==> src/ict_defines.svh <==
// timing constants for the instruction cycle timing sequencer
`ifndef ICT_DEFINES_SVH
`define ICT_DEFINES_SVH
`define ICT_CLK_W 12
`define ICT_CNT_W 10
`define ICT_SYS_CLK_HZ 20000000
`define ICT_BUS_CLKS 4
`define ICT_SHIFT_BASE 10
`define ICT_SHIFT_LONG_BASE 12
`define ICT_SHIFT_RD 2
`define ICT_SHIFT_MEM_CLKS 16
`define ICT_SHIFT_MEM_RD 2
`define ICT_SHIFT_MEM_WR 2
`define ICT_JUMP_CLKS 16
`define ICT_JUMP_RD 4
`define ICT_CALL_CLKS 32
`define ICT_CALL_RD 4
`define ICT_CALL_WR 4
`define ICT_LOAD_ADDR_CLKS 8
`define ICT_LOAD_ADDR_RD 2
`define ICT_PUSH_ADDR_CLKS 24
`define ICT_PUSH_ADDR_RD 2
`define ICT_PUSH_ADDR_WR 4
`define ICT_MULTI_REGISTER_MOVE_M2R_BASE 24
`define ICT_MULTI_REGISTER_MOVE_M2R_RD 6
`define ICT_MULTI_REGISTER_MOVE_R2M_BASE 16
`define ICT_MULTI_REGISTER_MOVE_R2M_RD 4
`define ICT_MULTI_REGISTER_MOVE_WORD_CLKS 8
`define ICT_MULTI_REGISTER_MOVE_LONG_CLKS 16
`define ICT_ARITH_BW_CLKS 4
`define ICT_ARITH_LONG_CLKS 6
`define ICT_ARITH_LONG_REG_CLKS 8
`define ICT_ARITH_MEM_BW_CLKS 8
`define ICT_ARITH_MEM_LONG_CLKS 12
`define ICT_XOR_LONG_CLKS 8
`define ICT_MUL_BASE 38
`define ICT_MUL_MAX 70
`define ICT_SIGNED_DIVIDE_CLKS 158
`define ICT_UNSIGNED_DIVIDE_CLKS 140
`define ICT_INT_CLKS 44
`define ICT_INT_RD 5
`define ICT_INT_WR 3
`define ICT_RESET_CLKS 40
`define ICT_RESET_RD 6
`endif

==> src/ict_pkg.sv <==
// types shared by the instruction cycle timing sequencer
package ict_pkg;
  typedef enum logic [3:0] {
    ICT_OP_SHIFT,
    ICT_OP_JUMP,
    ICT_OP_CALL,
    ICT_OP_LOAD_ADDR,
    ICT_OP_PUSH_ADDR,
    ICT_OP_MOVE_MULTI,
    ICT_OP_ARITH,
    ICT_OP_XOR,
    ICT_OP_MULTIPLY,
    ICT_OP_DIVIDE,
    ICT_OP_INTERRUPT
  } ict_op_t;

  typedef enum logic [1:0] {
    ICT_SZ_BYTE,
    ICT_SZ_WORD,
    ICT_SZ_LONG
  } ict_size_t;

  typedef struct packed {
    logic [11:0] clks;
    logic [9:0] rd;
    logic [9:0] wr;
  } ict_cost_t;
endpackage : ict_pkg

==> src/ict_mul_count.sv <==
// variable count for the multiply timing: ones or bit transitions
`timescale 1ns/1ps
module ict_mul_count (
  input wire logic [15:0] operand_i,
  input wire logic signed_i,
  output logic [4:0] count_o
);
  logic [16:0] ext;
  logic [15:0] pat;

  // signed form looks at neighbour pairs of the source with a zero appended below
  always_comb
  begin
    ext = {operand_i, 1'b0};
    pat = signed_i ? (ext[16:1] ^ ext[15:0]) : operand_i;
    count_o = 5'h00;
    for (int i = 0; i < 16; i++)
    begin
      count_o = count_o + {4'h0, pat[i]};
    end
  end
endmodule : ict_mul_count

==> src/ict_timing.sv <==
// instruction cycle timing sequencer: table cost and bus-paced execution
`timescale 1ns/1ps
`include "ict_defines.svh"
// How it works
// [RL1] every entry yields clocks, reads and writes, and flagged entries add the address-calculation triple.
// [RL2] register shifts and rotates of byte or word cost ten plus two per position with two reads.
// [RL3] a memory shift is word only and costs sixteen clocks, two reads, two writes plus address time.
// [RL4] multi-register moves grow by eight or sixteen clocks and two or four bus cycles per register.
// [RL5] the width of an index register never changes the time taken.
// [RL6] two-operand figures include both fetches, the operation, the store and the next fetch.
// [RL7] long add, subtract, and, or into a register take six clocks, or eight from a register or immediate.
// [RL8] exclusive-or into a data register takes four or eight clocks with one read.
// [RL9] signed divide takes 158 clocks, unsigned 140, and best and worst differ by under ten percent.
// [RL10] multiply takes thirty-eight plus two per counted feature, at most seventy, one read.
// [RL11] unsigned multiply counts the one bits of the source.
// [RL12] signed multiply counts the 01 or 10 pairs of the source with a zero appended below.
// [RL13] interrupt entry takes forty-four clocks, five reads and three writes.
// [RL14] reset entry takes forty clocks and six reads once reset and halt are seen released.
// [RL15] each bus cycle takes a fixed four clocks, and wait states stretch the measured total.
// [RL16] the cost is the table entry summed with the address-calculation cost where flagged.
module ict_timing (
  input wire logic sys_clk_i,
  input wire logic nrst_i,
  input wire logic halt_n_i,
  input wire logic req_valid_i,
  output logic req_ready_o,
  input wire ict_pkg::ict_op_t op_i,
  input wire ict_pkg::ict_size_t size_i,
  input wire logic mem_dst_i,
  input wire logic src_reg_i,
  input wire logic signed_i,
  input wire logic [5:0] count_i,
  input wire logic [15:0] operand_i,
  input wire logic [5:0] ea_clks_i,
  input wire logic [2:0] ea_reads_i,
  input wire logic [2:0] ea_writes_i,
  output logic bus_req_o,
  output logic bus_write_o,
  input wire logic bus_ready_i,
  output logic done_o,
  output logic reset_done_o,
  output logic [11:0] clocks_o,
  output logic [9:0] reads_o,
  output logic [9:0] writes_o
);
  typedef enum {ST_RESET_WAIT, ST_IDLE, ST_RUN, ST_BUS, ST_DONE} ict_state_t;

  ict_state_t state_reg, state_next;
  ict_pkg::ict_cost_t cost_reg, cost_next, req_cost;
  logic [11:0] int_left_reg, int_left_next, elapsed_reg, elapsed_next, waits_reg, waits_next;
  logic [9:0] rd_left_reg, rd_left_next, wr_left_reg, wr_left_next;
  logic [1:0] phase_reg, phase_next;
  logic rst_seq_reg, rst_seq_next, done_reg, done_next;
  logic [2:0] halt_sync_reg, halt_sync_next, rdy_sync_reg, rdy_sync_next;
  logic halt_filt_reg, halt_filt_next, rdy_filt_reg, rdy_filt_next;
  logic [4:0] mul_n;

  ict_mul_count u_mul_count (
    .operand_i(operand_i),
    .signed_i(signed_i),
    .count_o(mul_n)
  );

  // table lookup for one request; flagged entries take the address cost
  function automatic ict_pkg::ict_cost_t op_cost(input ict_pkg::ict_op_t op, input ict_pkg::ict_size_t sz,
      input logic mem, input logic src_reg, input logic sgn, input logic [5:0] n, input logic [4:0] mn,
      input logic [5:0] ea_c, input logic [2:0] ea_r, input logic [2:0] ea_w);
    ict_pkg::ict_cost_t c;
    logic plus;
    logic lng;
    logic [11:0] n12;
    logic [9:0] n10;
    c = '0;
    plus = 1'b0;
    lng = (sz == ict_pkg::ICT_SZ_LONG);
    n12 = {6'h00, n};
    n10 = {4'h0, n};
    case (op)
      ict_pkg::ICT_OP_SHIFT:
      begin
        if (mem)
        begin
          c = '{12'(`ICT_SHIFT_MEM_CLKS), 10'(`ICT_SHIFT_MEM_RD), 10'(`ICT_SHIFT_MEM_WR)}; // [RL3]
          plus = 1'b1;
        end
        else
        begin
          c.clks = 12'(lng ? `ICT_SHIFT_LONG_BASE : `ICT_SHIFT_BASE) + (n12 << 1); // [RL2]
          c.rd = 10'(`ICT_SHIFT_RD);
        end
      end
      ict_pkg::ICT_OP_JUMP: c = '{12'(`ICT_JUMP_CLKS), 10'(`ICT_JUMP_RD), 10'h000};
      ict_pkg::ICT_OP_CALL: c = '{12'(`ICT_CALL_CLKS), 10'(`ICT_CALL_RD), 10'(`ICT_CALL_WR)};
      ict_pkg::ICT_OP_LOAD_ADDR: c = '{12'(`ICT_LOAD_ADDR_CLKS), 10'(`ICT_LOAD_ADDR_RD), 10'h000};
      ict_pkg::ICT_OP_PUSH_ADDR: c = '{12'(`ICT_PUSH_ADDR_CLKS), 10'(`ICT_PUSH_ADDR_RD), 10'(`ICT_PUSH_ADDR_WR)};
      ict_pkg::ICT_OP_MOVE_MULTI:
      begin
        // mem set means registers to memory
        c.clks = 12'(mem ? `ICT_MULTI_REGISTER_MOVE_R2M_BASE : `ICT_MULTI_REGISTER_MOVE_M2R_BASE)
               + (n12 << (lng ? 4 : 3)); // [RL4]
        if (mem)
        begin
          c.rd = 10'(`ICT_MULTI_REGISTER_MOVE_R2M_RD);
          c.wr = n10 << (lng ? 2 : 1);
        end
        else
          c.rd = 10'(`ICT_MULTI_REGISTER_MOVE_M2R_RD) + (n10 << (lng ? 2 : 1));
      end
      ict_pkg::ICT_OP_ARITH, ict_pkg::ICT_OP_XOR:
      begin
        // figures already hold operand fetch, store and next fetch [RL6]
        c.rd = 10'h001;
        plus = 1'b1;
        if (mem)
        begin
          c.clks = 12'(lng ? `ICT_ARITH_MEM_LONG_CLKS : `ICT_ARITH_MEM_BW_CLKS);
          c.wr = lng ? 10'h002 : 10'h001;
        end
        else if (op == ict_pkg::ICT_OP_XOR)
        begin
          c.clks = 12'(lng ? `ICT_XOR_LONG_CLKS : `ICT_ARITH_BW_CLKS); // [RL8]
          plus = 1'b0;
        end
        else if (lng)
          c.clks = 12'(src_reg ? `ICT_ARITH_LONG_REG_CLKS : `ICT_ARITH_LONG_CLKS); // [RL7]
        else
          c.clks = 12'(`ICT_ARITH_BW_CLKS);
      end
      ict_pkg::ICT_OP_MULTIPLY:
      begin
        c.clks = 12'(`ICT_MUL_BASE) + {6'h00, mn, 1'b0}; // [RL10] [RL11] [RL12]
        c.rd = 10'h001;
        plus = 1'b1;
      end
      ict_pkg::ICT_OP_DIVIDE:
      begin
        // fixed worst case, so best and worst are equal [RL9]
        c.clks = 12'(sgn ? `ICT_SIGNED_DIVIDE_CLKS : `ICT_UNSIGNED_DIVIDE_CLKS);
        c.rd = 10'h001;
        plus = 1'b1;
      end
      ict_pkg::ICT_OP_INTERRUPT: c = '{12'(`ICT_INT_CLKS), 10'(`ICT_INT_RD), 10'(`ICT_INT_WR)}; // [RL13]
      default: c = '0;
    endcase
    // address cost has no index-width term at all [RL5]
    if (plus)
    begin
      c.clks = c.clks + {6'h00, ea_c}; // [RL1] [RL16]
      c.rd = c.rd + {7'h00, ea_r};
      c.wr = c.wr + {7'h00, ea_w};
    end
    return c;
  endfunction : op_cost

  // pin inputs pass three flops; a change counts once stages two and three agree
  always_comb
  begin
    halt_sync_next = {halt_sync_reg[1:0], halt_n_i};
    rdy_sync_next = {rdy_sync_reg[1:0], bus_ready_i};
    halt_filt_next = (halt_sync_reg[1] == halt_sync_reg[2]) ? halt_sync_reg[2] : halt_filt_reg;
    rdy_filt_next = (rdy_sync_reg[1] == rdy_sync_reg[2]) ? rdy_sync_reg[2] : rdy_filt_reg;
  end

  always_ff @(posedge sys_clk_i or negedge nrst_i)
  begin
    if (!nrst_i)
    begin
      halt_sync_reg <= 3'h0;
      rdy_sync_reg <= 3'h0;
      halt_filt_reg <= 1'b0;
      rdy_filt_reg <= 1'b0;
    end
    else
    begin
      halt_sync_reg <= halt_sync_next;
      rdy_sync_reg <= rdy_sync_next;
      halt_filt_reg <= halt_filt_next;
      rdy_filt_reg <= rdy_filt_next;
    end
  end

  assign req_cost = op_cost(op_i, size_i, mem_dst_i, src_reg_i, signed_i, count_i, mul_n,
                            ea_clks_i, ea_reads_i, ea_writes_i);
  assign req_ready_o = (state_reg == ST_IDLE);
  assign bus_req_o = (state_reg == ST_BUS);
  assign bus_write_o = (state_reg == ST_BUS) && (rd_left_reg == 10'h000);
  assign done_o = done_reg;
  assign reset_done_o = done_reg && rst_seq_reg;
  assign clocks_o = elapsed_reg;
  assign reads_o = cost_reg.rd;
  assign writes_o = cost_reg.wr;

  // sequencer: internal clocks first, then reads, then writes
  always_comb
  begin
    ict_pkg::ict_cost_t ld;
    logic load;
    logic [11:0] bus_clks;
    ld = req_cost;
    load = 1'b0;
    bus_clks = 12'h000;
    state_next = state_reg;
    cost_next = cost_reg;
    int_left_next = int_left_reg;
    rd_left_next = rd_left_reg;
    wr_left_next = wr_left_reg;
    phase_next = phase_reg;
    elapsed_next = elapsed_reg;
    waits_next = waits_reg;
    rst_seq_next = rst_seq_reg;
    done_next = 1'b0;
    case (state_reg)
      ST_RESET_WAIT:
      begin
        if (halt_filt_reg)
        begin
          ld = '{12'(`ICT_RESET_CLKS), 10'(`ICT_RESET_RD), 10'h000}; // [RL14]
          load = 1'b1;
          rst_seq_next = 1'b1;
        end
      end
      ST_IDLE:
      begin
        if (req_valid_i)
        begin
          load = 1'b1;
          rst_seq_next = 1'b0;
        end
      end
      ST_RUN:
      begin
        elapsed_next = elapsed_reg + 12'h001;
        int_left_next = int_left_reg - 12'h001;
        if (int_left_reg == 12'h001)
          state_next = ((rd_left_reg | wr_left_reg) != 10'h000) ? ST_BUS : ST_DONE;
      end
      ST_BUS:
      begin
        // fixed four clocks per access, extended while the bus is not ready [RL15]
        elapsed_next = elapsed_reg + 12'h001;
        if (phase_reg != 2'(`ICT_BUS_CLKS - 1))
          phase_next = phase_reg + 2'h1;
        else if (!rdy_filt_reg)
          waits_next = waits_reg + 12'h001;
        else
        begin
          phase_next = 2'h0;
          if (rd_left_reg != 10'h000)
            rd_left_next = rd_left_reg - 10'h001;
          else
            wr_left_next = wr_left_reg - 10'h001;
          if ((rd_left_reg + wr_left_reg) == 10'h001)
            state_next = ST_DONE;
        end
      end
      ST_DONE:
      begin
        state_next = ST_IDLE;
      end
      default: state_next = ST_IDLE;
    endcase
    if (load)
    begin
      bus_clks = 12'(`ICT_BUS_CLKS) * {2'h0, ld.rd + ld.wr};
      cost_next = ld;
      int_left_next = ld.clks - bus_clks;
      rd_left_next = ld.rd;
      wr_left_next = ld.wr;
      phase_next = 2'h0;
      elapsed_next = 12'h000;
      waits_next = 12'h000;
      state_next = (ld.clks != bus_clks) ? ST_RUN : ST_BUS;
    end
    if (state_next == ST_DONE)
      done_next = 1'b1;
  end

  always_ff @(posedge sys_clk_i or negedge nrst_i)
  begin
    if (!nrst_i)
    begin
      state_reg <= ST_RESET_WAIT;
      cost_reg <= '0;
      int_left_reg <= 12'h000;
      rd_left_reg <= 10'h000;
      wr_left_reg <= 10'h000;
      phase_reg <= 2'h0;
      elapsed_reg <= 12'h000;
      waits_reg <= 12'h000;
      rst_seq_reg <= 1'b0;
      done_reg <= 1'b0;
    end
    else
    begin
      state_reg <= state_next;
      cost_reg <= cost_next;
      int_left_reg <= int_left_next;
      rd_left_reg <= rd_left_next;
      wr_left_reg <= wr_left_next;
      phase_reg <= phase_next;
      elapsed_reg <= elapsed_next;
      waits_reg <= waits_next;
      rst_seq_reg <= rst_seq_next;
      done_reg <= done_next;
    end
  end

  logic acc;
  assign acc = req_valid_i && req_ready_o;

  property p_total;
    @(posedge sys_clk_i) disable iff (!nrst_i) done_o |-> clocks_o == cost_reg.clks + waits_reg;
  endproperty
  a_total: assert property (p_total) else $error("elapsed clocks differ from cost plus waits"); // [RL15]

  property p_shift_reg;
    @(posedge sys_clk_i) disable iff (!nrst_i)
      acc && op_i == ict_pkg::ICT_OP_SHIFT && !mem_dst_i && size_i != ict_pkg::ICT_SZ_LONG
      |=> cost_reg.clks == 12'(10 + 2 * $past(count_i)) && cost_reg.rd == 10'h002 && cost_reg.wr == 10'h000;
  endproperty
  a_shift_reg: assert property (p_shift_reg) else $error("register shift cost wrong"); // [RL2]

  property p_shift_mem;
    @(posedge sys_clk_i) disable iff (!nrst_i) acc && op_i == ict_pkg::ICT_OP_SHIFT && mem_dst_i
      |=> cost_reg.clks == 12'(16 + $past(ea_clks_i)) && cost_reg.wr == 10'(2 + $past(ea_writes_i));
  endproperty
  a_shift_mem: assert property (p_shift_mem) else $error("memory shift cost wrong"); // [RL3]

  property p_multi_register_move;
    @(posedge sys_clk_i) disable iff (!nrst_i)
      acc && op_i == ict_pkg::ICT_OP_MOVE_MULTI && !mem_dst_i && size_i == ict_pkg::ICT_SZ_LONG
      |=> cost_reg.clks == 12'(24 + 16 * $past(count_i)) && cost_reg.rd == 10'(6 + 4 * $past(count_i));
  endproperty
  a_multi_register_move: assert property (p_multi_register_move) else $error("multi-register move cost wrong"); // [RL4]

  property p_arith_long;
    @(posedge sys_clk_i) disable iff (!nrst_i)
      acc && op_i == ict_pkg::ICT_OP_ARITH && !mem_dst_i && size_i == ict_pkg::ICT_SZ_LONG
      |=> cost_reg.clks == 12'(($past(src_reg_i) ? 8 : 6) + $past(ea_clks_i));
  endproperty
  a_arith_long: assert property (p_arith_long) else $error("long arithmetic cost wrong"); // [RL7]

  property p_xor;
    @(posedge sys_clk_i) disable iff (!nrst_i) acc && op_i == ict_pkg::ICT_OP_XOR && !mem_dst_i
      |=> cost_reg.rd == 10'h001 && cost_reg.clks == (($past(size_i) == ict_pkg::ICT_SZ_LONG) ? 12'h008 : 12'h004);
  endproperty
  a_xor: assert property (p_xor) else $error("exclusive-or cost wrong"); // [RL8]

  property p_div;
    @(posedge sys_clk_i) disable iff (!nrst_i) acc && op_i == ict_pkg::ICT_OP_DIVIDE
      |=> cost_reg.clks == 12'(($past(signed_i) ? 158 : 140) + $past(ea_clks_i));
  endproperty
  a_div: assert property (p_div) else $error("divide cost wrong"); // [RL9]

  property p_mul;
    @(posedge sys_clk_i) disable iff (!nrst_i) acc && op_i == ict_pkg::ICT_OP_MULTIPLY
      |=> cost_reg.clks <= 12'(70 + $past(ea_clks_i)) && cost_reg.clks == 12'(38 + 2 * $past(mul_n) + $past(ea_clks_i));
  endproperty
  a_mul: assert property (p_mul) else $error("multiply cost wrong"); // [RL10]

  property p_int;
    @(posedge sys_clk_i) disable iff (!nrst_i) acc && op_i == ict_pkg::ICT_OP_INTERRUPT
      |=> cost_reg.clks == 12'h02c && cost_reg.rd == 10'h005 && cost_reg.wr == 10'h003;
  endproperty
  a_int: assert property (p_int) else $error("interrupt entry cost wrong"); // [RL13]

  property p_reset;
    @(posedge sys_clk_i) disable iff (!nrst_i) reset_done_o |-> reads_o == 10'h006 && clocks_o >= 12'h028;
  endproperty
  a_reset: assert property (p_reset) else $error("reset entry cost wrong"); // [RL14]
endmodule : ict_timing

==> config.mk <==
export PLATFORM = sky130hd
export DESIGN_NAME = ict_timing
export DESIGN_NICKNAME = d
export VERILOG_FILES = /design/src/ict_pkg.sv /design/src/ict_mul_count.sv /design/src/ict_timing.sv
export VERILOG_INCLUDE_DIRS = /design/src /design/src/src
export SDC_FILE = /design/constraint.sdc
export NUM_CORES = 1
export LEC_CHECK = 0
export BUFFER_PORTS_ARGS = -buffer_cell sky130_fd_sc_hd__buf_4
export CAP_MARGIN = 20
export CORE_MARGIN = 5
export CORE_UTILIZATION = 36
export DETAILED_ROUTE_END_ITERATION = 8
export SYNTH_ARGS = -nofsm -noshare
export SYNTH_HDL_FRONTEND = slang
export SYNTH_SLANG_ARGS = --single-unit
export TNS_END_PERCENT = 10
==> constraint.sdc <==
create_clock -name sys_clk_i -period 5 [get_ports sys_clk_i]
set_clock_uncertainty 0.2 [all_clocks]
set_input_delay 0.75 -clock sys_clk_i [delete_from_list [all_inputs] [get_ports sys_clk_i]]
set_output_delay 0.75 -clock sys_clk_i [all_outputs]
set_load 0.01 [all_outputs]
==> results of run 1 <==
-- power by group through the flow --
stage	logic, mW	registers [mW]	clock network, mW
detailed placement	1.28	0.915	0
global placement	1.26	0.915	0
CTS	1.29	0.898	0.757
floorplan	0.807	0.913	0
finish	1.37	0.898	0.738
global route	1.54	0.900	0.792
-- area by class of cell --
| class | instances | area (um^2) | share of cell area, % |
|---|---|---|---|
| inverter | 56 | 210 | 1.93 |
| clock inverter | 7 | 86.3 | 0.792 |
| tap | 319 | 399 | 3.66 |
| clock buffer | 9 | 225 | 2.07 |
| multi-input combinational | 790 | 5730 | 52.5 |
| sequential | 108 | 2700 | 24.8 |
| timing repair buffer | 205 | 1560 | 14.3 |
-- routing by layer --
layer	vias up	routed length, um
met5	-	0
met2	197	12000
met1	3758	10900
met3	39	869
met4	0	637
li1	3857	-
-- through the flow --
stage | util, % | TNS [ps] | setup WS (ps) | power, mW
after floorplan | - | -24930 | -2500 | 1.72
after global placement | 44.9 | -27180 | -2640 | 2.17
after detailed placement | 44.9 | -28470 | -2760 | 2.20
after CTS | 46.3 | -23350 | -2330 | 2.95
after global routing | 46.7 | -25230 | -2600 | 3.23
final | 46.7 | -22210 | -2350 | 3.01
-- Yosys cell counts, drive strengths merged (10+ instances only) --
| cell | instances |
|---|---|
| o31ai | 11 |
| o22ai | 10 |
| nand4 | 27 |
| nor2 | 72 |
| mux2i | 15 |
| nor2b | 13 |
| or3 | 12 |
| and2 | 14 |
| a21o | 13 |
| a211o | 10 |
| nand2b | 16 |
| and3 | 15 |
| fa | 17 |
| a21oi | 45 |
| nand2 | 88 |
| clkbuf | 32 |
| xnor2 | 32 |
| o21ai | 47 |
| inv | 55 |
| dfrtp | 108 |
| ha | 68 |
| nor4 | 20 |
| xor2 | 36 |
| nand3 | 27 |
| nor3 | 28 |
-- worst min-delay path by stage --
stage / start / endpoint / cells past startpoint
after floorplan: halt_sync_reg[0]$_DFF_PN0_ / halt_sync_reg[1]$_DFF_PN0_ / 0
after global placement: halt_sync_reg[0]$_DFF_PN0_ / halt_sync_reg[1]$_DFF_PN0_ / 0
after detailed placement: halt_sync_reg[0]$_DFF_PN0_ / halt_sync_reg[1]$_DFF_PN0_ / 0
after CTS: halt_sync_reg[0]$_DFF_PN0_ / halt_sync_reg[1]$_DFF_PN0_ / 0
after global routing: halt_sync_reg[0]$_DFF_PN0_ / halt_sync_reg[1]$_DFF_PN0_ / 0
final: halt_sync_reg[0]$_DFF_PN0_ / halt_sync_reg[1]$_DFF_PN0_ / 0
-- cell families (layout without fill, tap and decap cells) --
logic type / Yosys count / in the layout / share of synthesized area (%)
compound gates: 216 / 216 / 17.0
xor+xnor: 68 / 68 / 7.03
fa+ha+maj: 87 / 87 / 14.3
buf+inv: 92 / 277 / 4.08
flops: 108 / 108 / 31.9
mux: 21 / 21 / 2.57
other cells: 1 / 30 / 0.0443
simple gates: 368 / 368 / 23.1
-- worst max-delay path, delay by kind of cell --
family                     cells  cell delay [ps]
xor gates and xnor gates       2              270
adders and majority gates     10             3840
buffers and inverters          2              130
AOI/OAI and AO/OA              8             1640
and+or+nand+nor                7              780
-- repair_timing --
item / in CTS / in global routing
pin swaps: 4 / 14
setup endpoints to repair: 12 / 12
gates resized for setup: 4 / 21
setup buffers: 1 / 1
hold buffers: 0 / 0
-- layout by cell type, fill, tap and decap left out, types with 10 or more instances in the layout --
cell      count
conb_1       30
ha_1         65
a211o_1      10
nor2b_1      13
a21o_1       13
or3_1        12
nand2b_1     16
nand3_1      27
nor2_1       72
and3_1       14
o21ai_0      37
nand4_1      27
nor4_1       14
inv_1        53
a21oi_1      44
fa_1         15
mux2i_1      15
nor3_1       27
xnor2_1      29
dfrtp_1     108
buf_4       203
and2_1       14
o31ai_1      11
nand2_1      86
xor2_1       35
==> results.toml, run 1 <==
[sta]
tightest_slew_ps = 998
final-setup-viol-count = 12
setup_ws_ps = -2350
relSlewSlack_pct = 33.0
finalCritPeriodShare_pct = 147
timing.hold.ws_ps = 160
clock.fmax_ghz = 0.136
drv_slew = 0
hold_viol_final = 0
fin_crit_ps = 7350
rsz0062_at_grt = "yes"

[power]
seqPwrFrac_pct = 29.8
p_sw_mw = 1.04
power_density_nw_per_um2 = 276
power_frac_clock_pct = 24.5
p_leak_nw = 5.09
internal_power_mw = 1.97
combPwrFrac_pct = 45.6
vdd_drop_max_uv = 597
switching_share_pct = 34.5

[floorplan]
ioPinCount = 85
die_h_um = 163
fp.dieW_um = 163
core_um2 = 23300
fp-row-count = 56
dieArea_um2 = 26700
start_util_pct = 36.3

[global_routing]
grt.overflow.total = 0
grt_max_degree = 69
grt_use_met2_pct = 31.3
antenna_found_initial = 0
grt_use_met3_pct = 1.79
busiest_layer = "met2"
use_met1_pct = 23.7
grt_pass1_wl_mm = 39.2
grt_usage_pct = 18.1
grt_pass1_vias = 7667

[hold_path]
min_path_type = "reg2reg"

[logic_synthesis]
yosys.area.top_type = "dfrtp_1"
syn_area_um2 = 8470
seq_area_frac_synth_pct = 31.9
synthTopCellsByArea = "dfrtp_1, ha_1, fa_1"
synthArstFlopShare_pct = 100
ys.flop_type = "dfrtp_1"
yosysWarnings = 0
syn_avg_cell_area_um2 = 8.82
syn_inst = 961
synth_edf_count = 0
ys_types = 75
synth_top_area_share_pct = 31.9
ys_ff_latch = 108

[routing]
drt_iter0_markers = 541
vias = 7851
wl_per_cell_um = 16.3
routed_wl_mm = 24.4
drc = 0
via_per_inst = 5.26
ant_nets = 0
firstDrtPassIters = 6

[setup_path]
cp_slowest_cell = "fa_1"
crit_required_ps = 5050
reg2reg_to = "state_reg[0]$_DFF_PN0_"
r2r_cells = 20
crit_type = "in2reg"
arrival_ps = 7390
cp_max_fo = 3
critPathLaunchType = "input port"
reg2reg_slack_ps = 470
r2r_start = "state_reg[26]$_DFF_PN0_"
max_stage_delay_ps = 530
crit_top_cell = "fa_1"
startpoint = "operand_i[0]"
crit_end = "int_left_reg[10]$_DFFE_PN0P_"
end_kind = "flop"

[layout]
n_fill_cell = 2270
finalInstanceArea_um2 = 10900
syn_to_final_growth_pct = 28.7
drive_above_1_share_pct = 23.1
instances_no_fill = 1494
largest_register_ffs = 32
nets = 1303
diodes = 0

[clock_network]
htreeDepth = 3
cts_buffer_depth = 2
cts_buffers = 9
worstSkewPairLatency_ps = 350
clk_pin_slew_worst_paths_ps = 80
clock_sinks = 108
cts_tree = "built"
ctsRootBufferMaster = "clkbuf_16"

[placement]
placed_area_um2 = 10500
portBuffers = 84
dp_hpwl_mm = 19.5
placed_cells = 1476
gp_congestion = 0.891

[flow_run]
drv_cap = 0

[status]
violations = "setup timing"
run_status = "complete, but fails checks"
No activity file was read; power rests on OpenSTA's default activity.
==> inputs of run 2 (changes only) <==
- CORE_UTILIZATION: 36 -> 50
- PLACE_DENSITY: unset -> 0.69
==> results.toml, run 2 (synthesis results as in run 1) <==
[status]
run_status = "complete, but fails checks"
violations = "setup timing"

[routing]
via_per_inst = 5.72
firstDrtPassIters = 5
routed_wl_mm = 23.8
drt_iter0_markers = 662
vias = 7982
drc = 0
ant_nets = 0
wl_per_cell_um = 17.0

[clock_network]
clk_pin_slew_worst_paths_ps = 90
cts_tree = "built"
worstSkewPairLatency_ps = 370
cts_buffers = 9
cts_buffer_depth = 2
htreeDepth = 3
ctsRootBufferMaster = "clkbuf_16"
clock_sinks = 108

[global_routing]
grt_max_degree = 71
grt_pass1_wl_mm = 39.2
grt.overflow.total = 0
grt_pass1_vias = 7911
grt_usage_pct = 24.3
antenna_found_initial = 0

[layout]
mostFrequentLayoutCells = "buf_4, dfrtp_1, nand2_1"
final_common_cell = "buf_4"
drive_above_1_share_pct = 22.4
syn_to_final_growth_pct = 26.2
largest_register_ffs = 32
multi_input_area_um2 = 5650
n_fill_cell = 1483
diodes = 0
seqCellArea_um2 = 2700
final_util_pct = 64.5
nets = 1303

[setup_path]
end_kind = "flop"
crit_type = "in2reg"
critPathLaunchType = "input port"
cp_slowest_cell = "fa_1"
r2r_start = "state_reg[29]$_DFF_PN0_"
path_delay_family = "adder cells"
r2r_cells = 19
reg2reg_to = "state_reg[0]$_DFF_PN0_"
max_stage_delay_ps = 510
reg2reg_slack_ps = 370
crit_top_cell = "fa_1"
path_buf_inv = 2
arrival_ps = 7390
crit_required_ps = 5110
cp_num_cells = 29
cp_max_fo = 4

[power]
p_leak_nw = 5.05
power_density_nw_per_um2 = 275
finalPower_mw = 2.94
vdd_drop_max_uv = 468

[sta]
tightest_slew_ps = 890
setup_ws_ps = -2280
drv_slew = 0
hold_viol_final = 0
clock.fmax_ghz = 0.137
final-setup-viol-count = 12
finalCritPeriodShare_pct = 146
fin_crit_ps = 7280
relSlewSlack_pct = 40.7
rsz0062_at_grt = "yes"

[hold_path]
hold_depth = 0
min_path_type = "reg2reg"
min_to = "halt_sync_reg[1]$_DFF_PN0_"
min-delay-start = "halt_sync_reg[0]$_DFF_PN0_"

[placement]
gp_congestion = 0.930
portBuffers = 84
pre_cts_ws_ps = -2760
dp_hpwl_mm = 18.8

[floorplan]
start_util_pct = 51.1
fp-row-count = 47
core_um2 = 16600
ioPinCount = 85
fp.dieW_um = 140
die_h_um = 140
dieArea_um2 = 19600

[flow_run]
drv_cap = 0
-- run 2: cell count changes in the layout (fill, tap and decap cells not counted), moves of 2 or more --
cell	previous run	this run
xnor2_1	29	32
xnor2_2	3	0
inv_6	3	1
inv_8	1	3
-- run 2: cell type report --
class                      instances  share of cell area, %
multi-input combinational        790                   52.9
inverter                          56                   1.97
tap                              220                   2.58
clock inverter                     7                  0.702
clock buffer                       9                   2.11
sequential                       108                   25.3
timing repair buffer             205                   14.5
-- run 2: metal layers --
metal | up-vias | global-route usage, % | share of wire (%)
met4 | 0 | 6.63 | 2.2
met3 | 42 | 3.65 | 4.7
li1 | 3879 | - | -
met1 | 3809 | 33.5 | 46
met5 | - | 0 | 0
met2 | 252 | 40.1 | 48
-- run 2: what timing repair did --
item,in CTS,in global routing
setup buffers,1,2
pin swaps,2,7
resized for setup,7,7
hold buffers,0,0
setup endpoints to repair,12,12
-- run 2: how the worst max path moves through the flow --
stage | end | slack, ps | startpoint
floorplan | int_left_reg[10]$_DFFE_PN0P_ | -2500 | signed_i
global placement | int_left_reg[11]$_DFFE_PN0P_ | -2610 | signed_i
detailed placement | int_left_reg[11]$_DFFE_PN0P_ | -2760 | signed_i
CTS | int_left_reg[10]$_DFFE_PN0P_ | -2280 | operand_i[0]
global route | int_left_reg[11]$_DFFE_PN0P_ | -2660 | operand_i[0]
finish | int_left_reg[11]$_DFFE_PN0P_ | -2280 | operand_i[0]
-- run 2: power breakdown --
group | switching (mW) | internal (mW) | total, mW
clock | 0.374 | 0.356 | 0.731
sequential | 0.00963 | 0.889 | 0.898
combinational | 0.618 | 0.692 | 1.31
-- run 2: per-stage QoR --
stage	cell area [um^2]	TNS (ps)	std cells	hold WS [ps]
after floorplan	8660	-24930	990	131
after global placement	10300	-26110	1376	135
after detailed placement	10300	-27610	1376	141
after CTS	10700	-21960	1393	157
after global routing	10700	-25500	1395	170
final	10700	-21320	1395	150
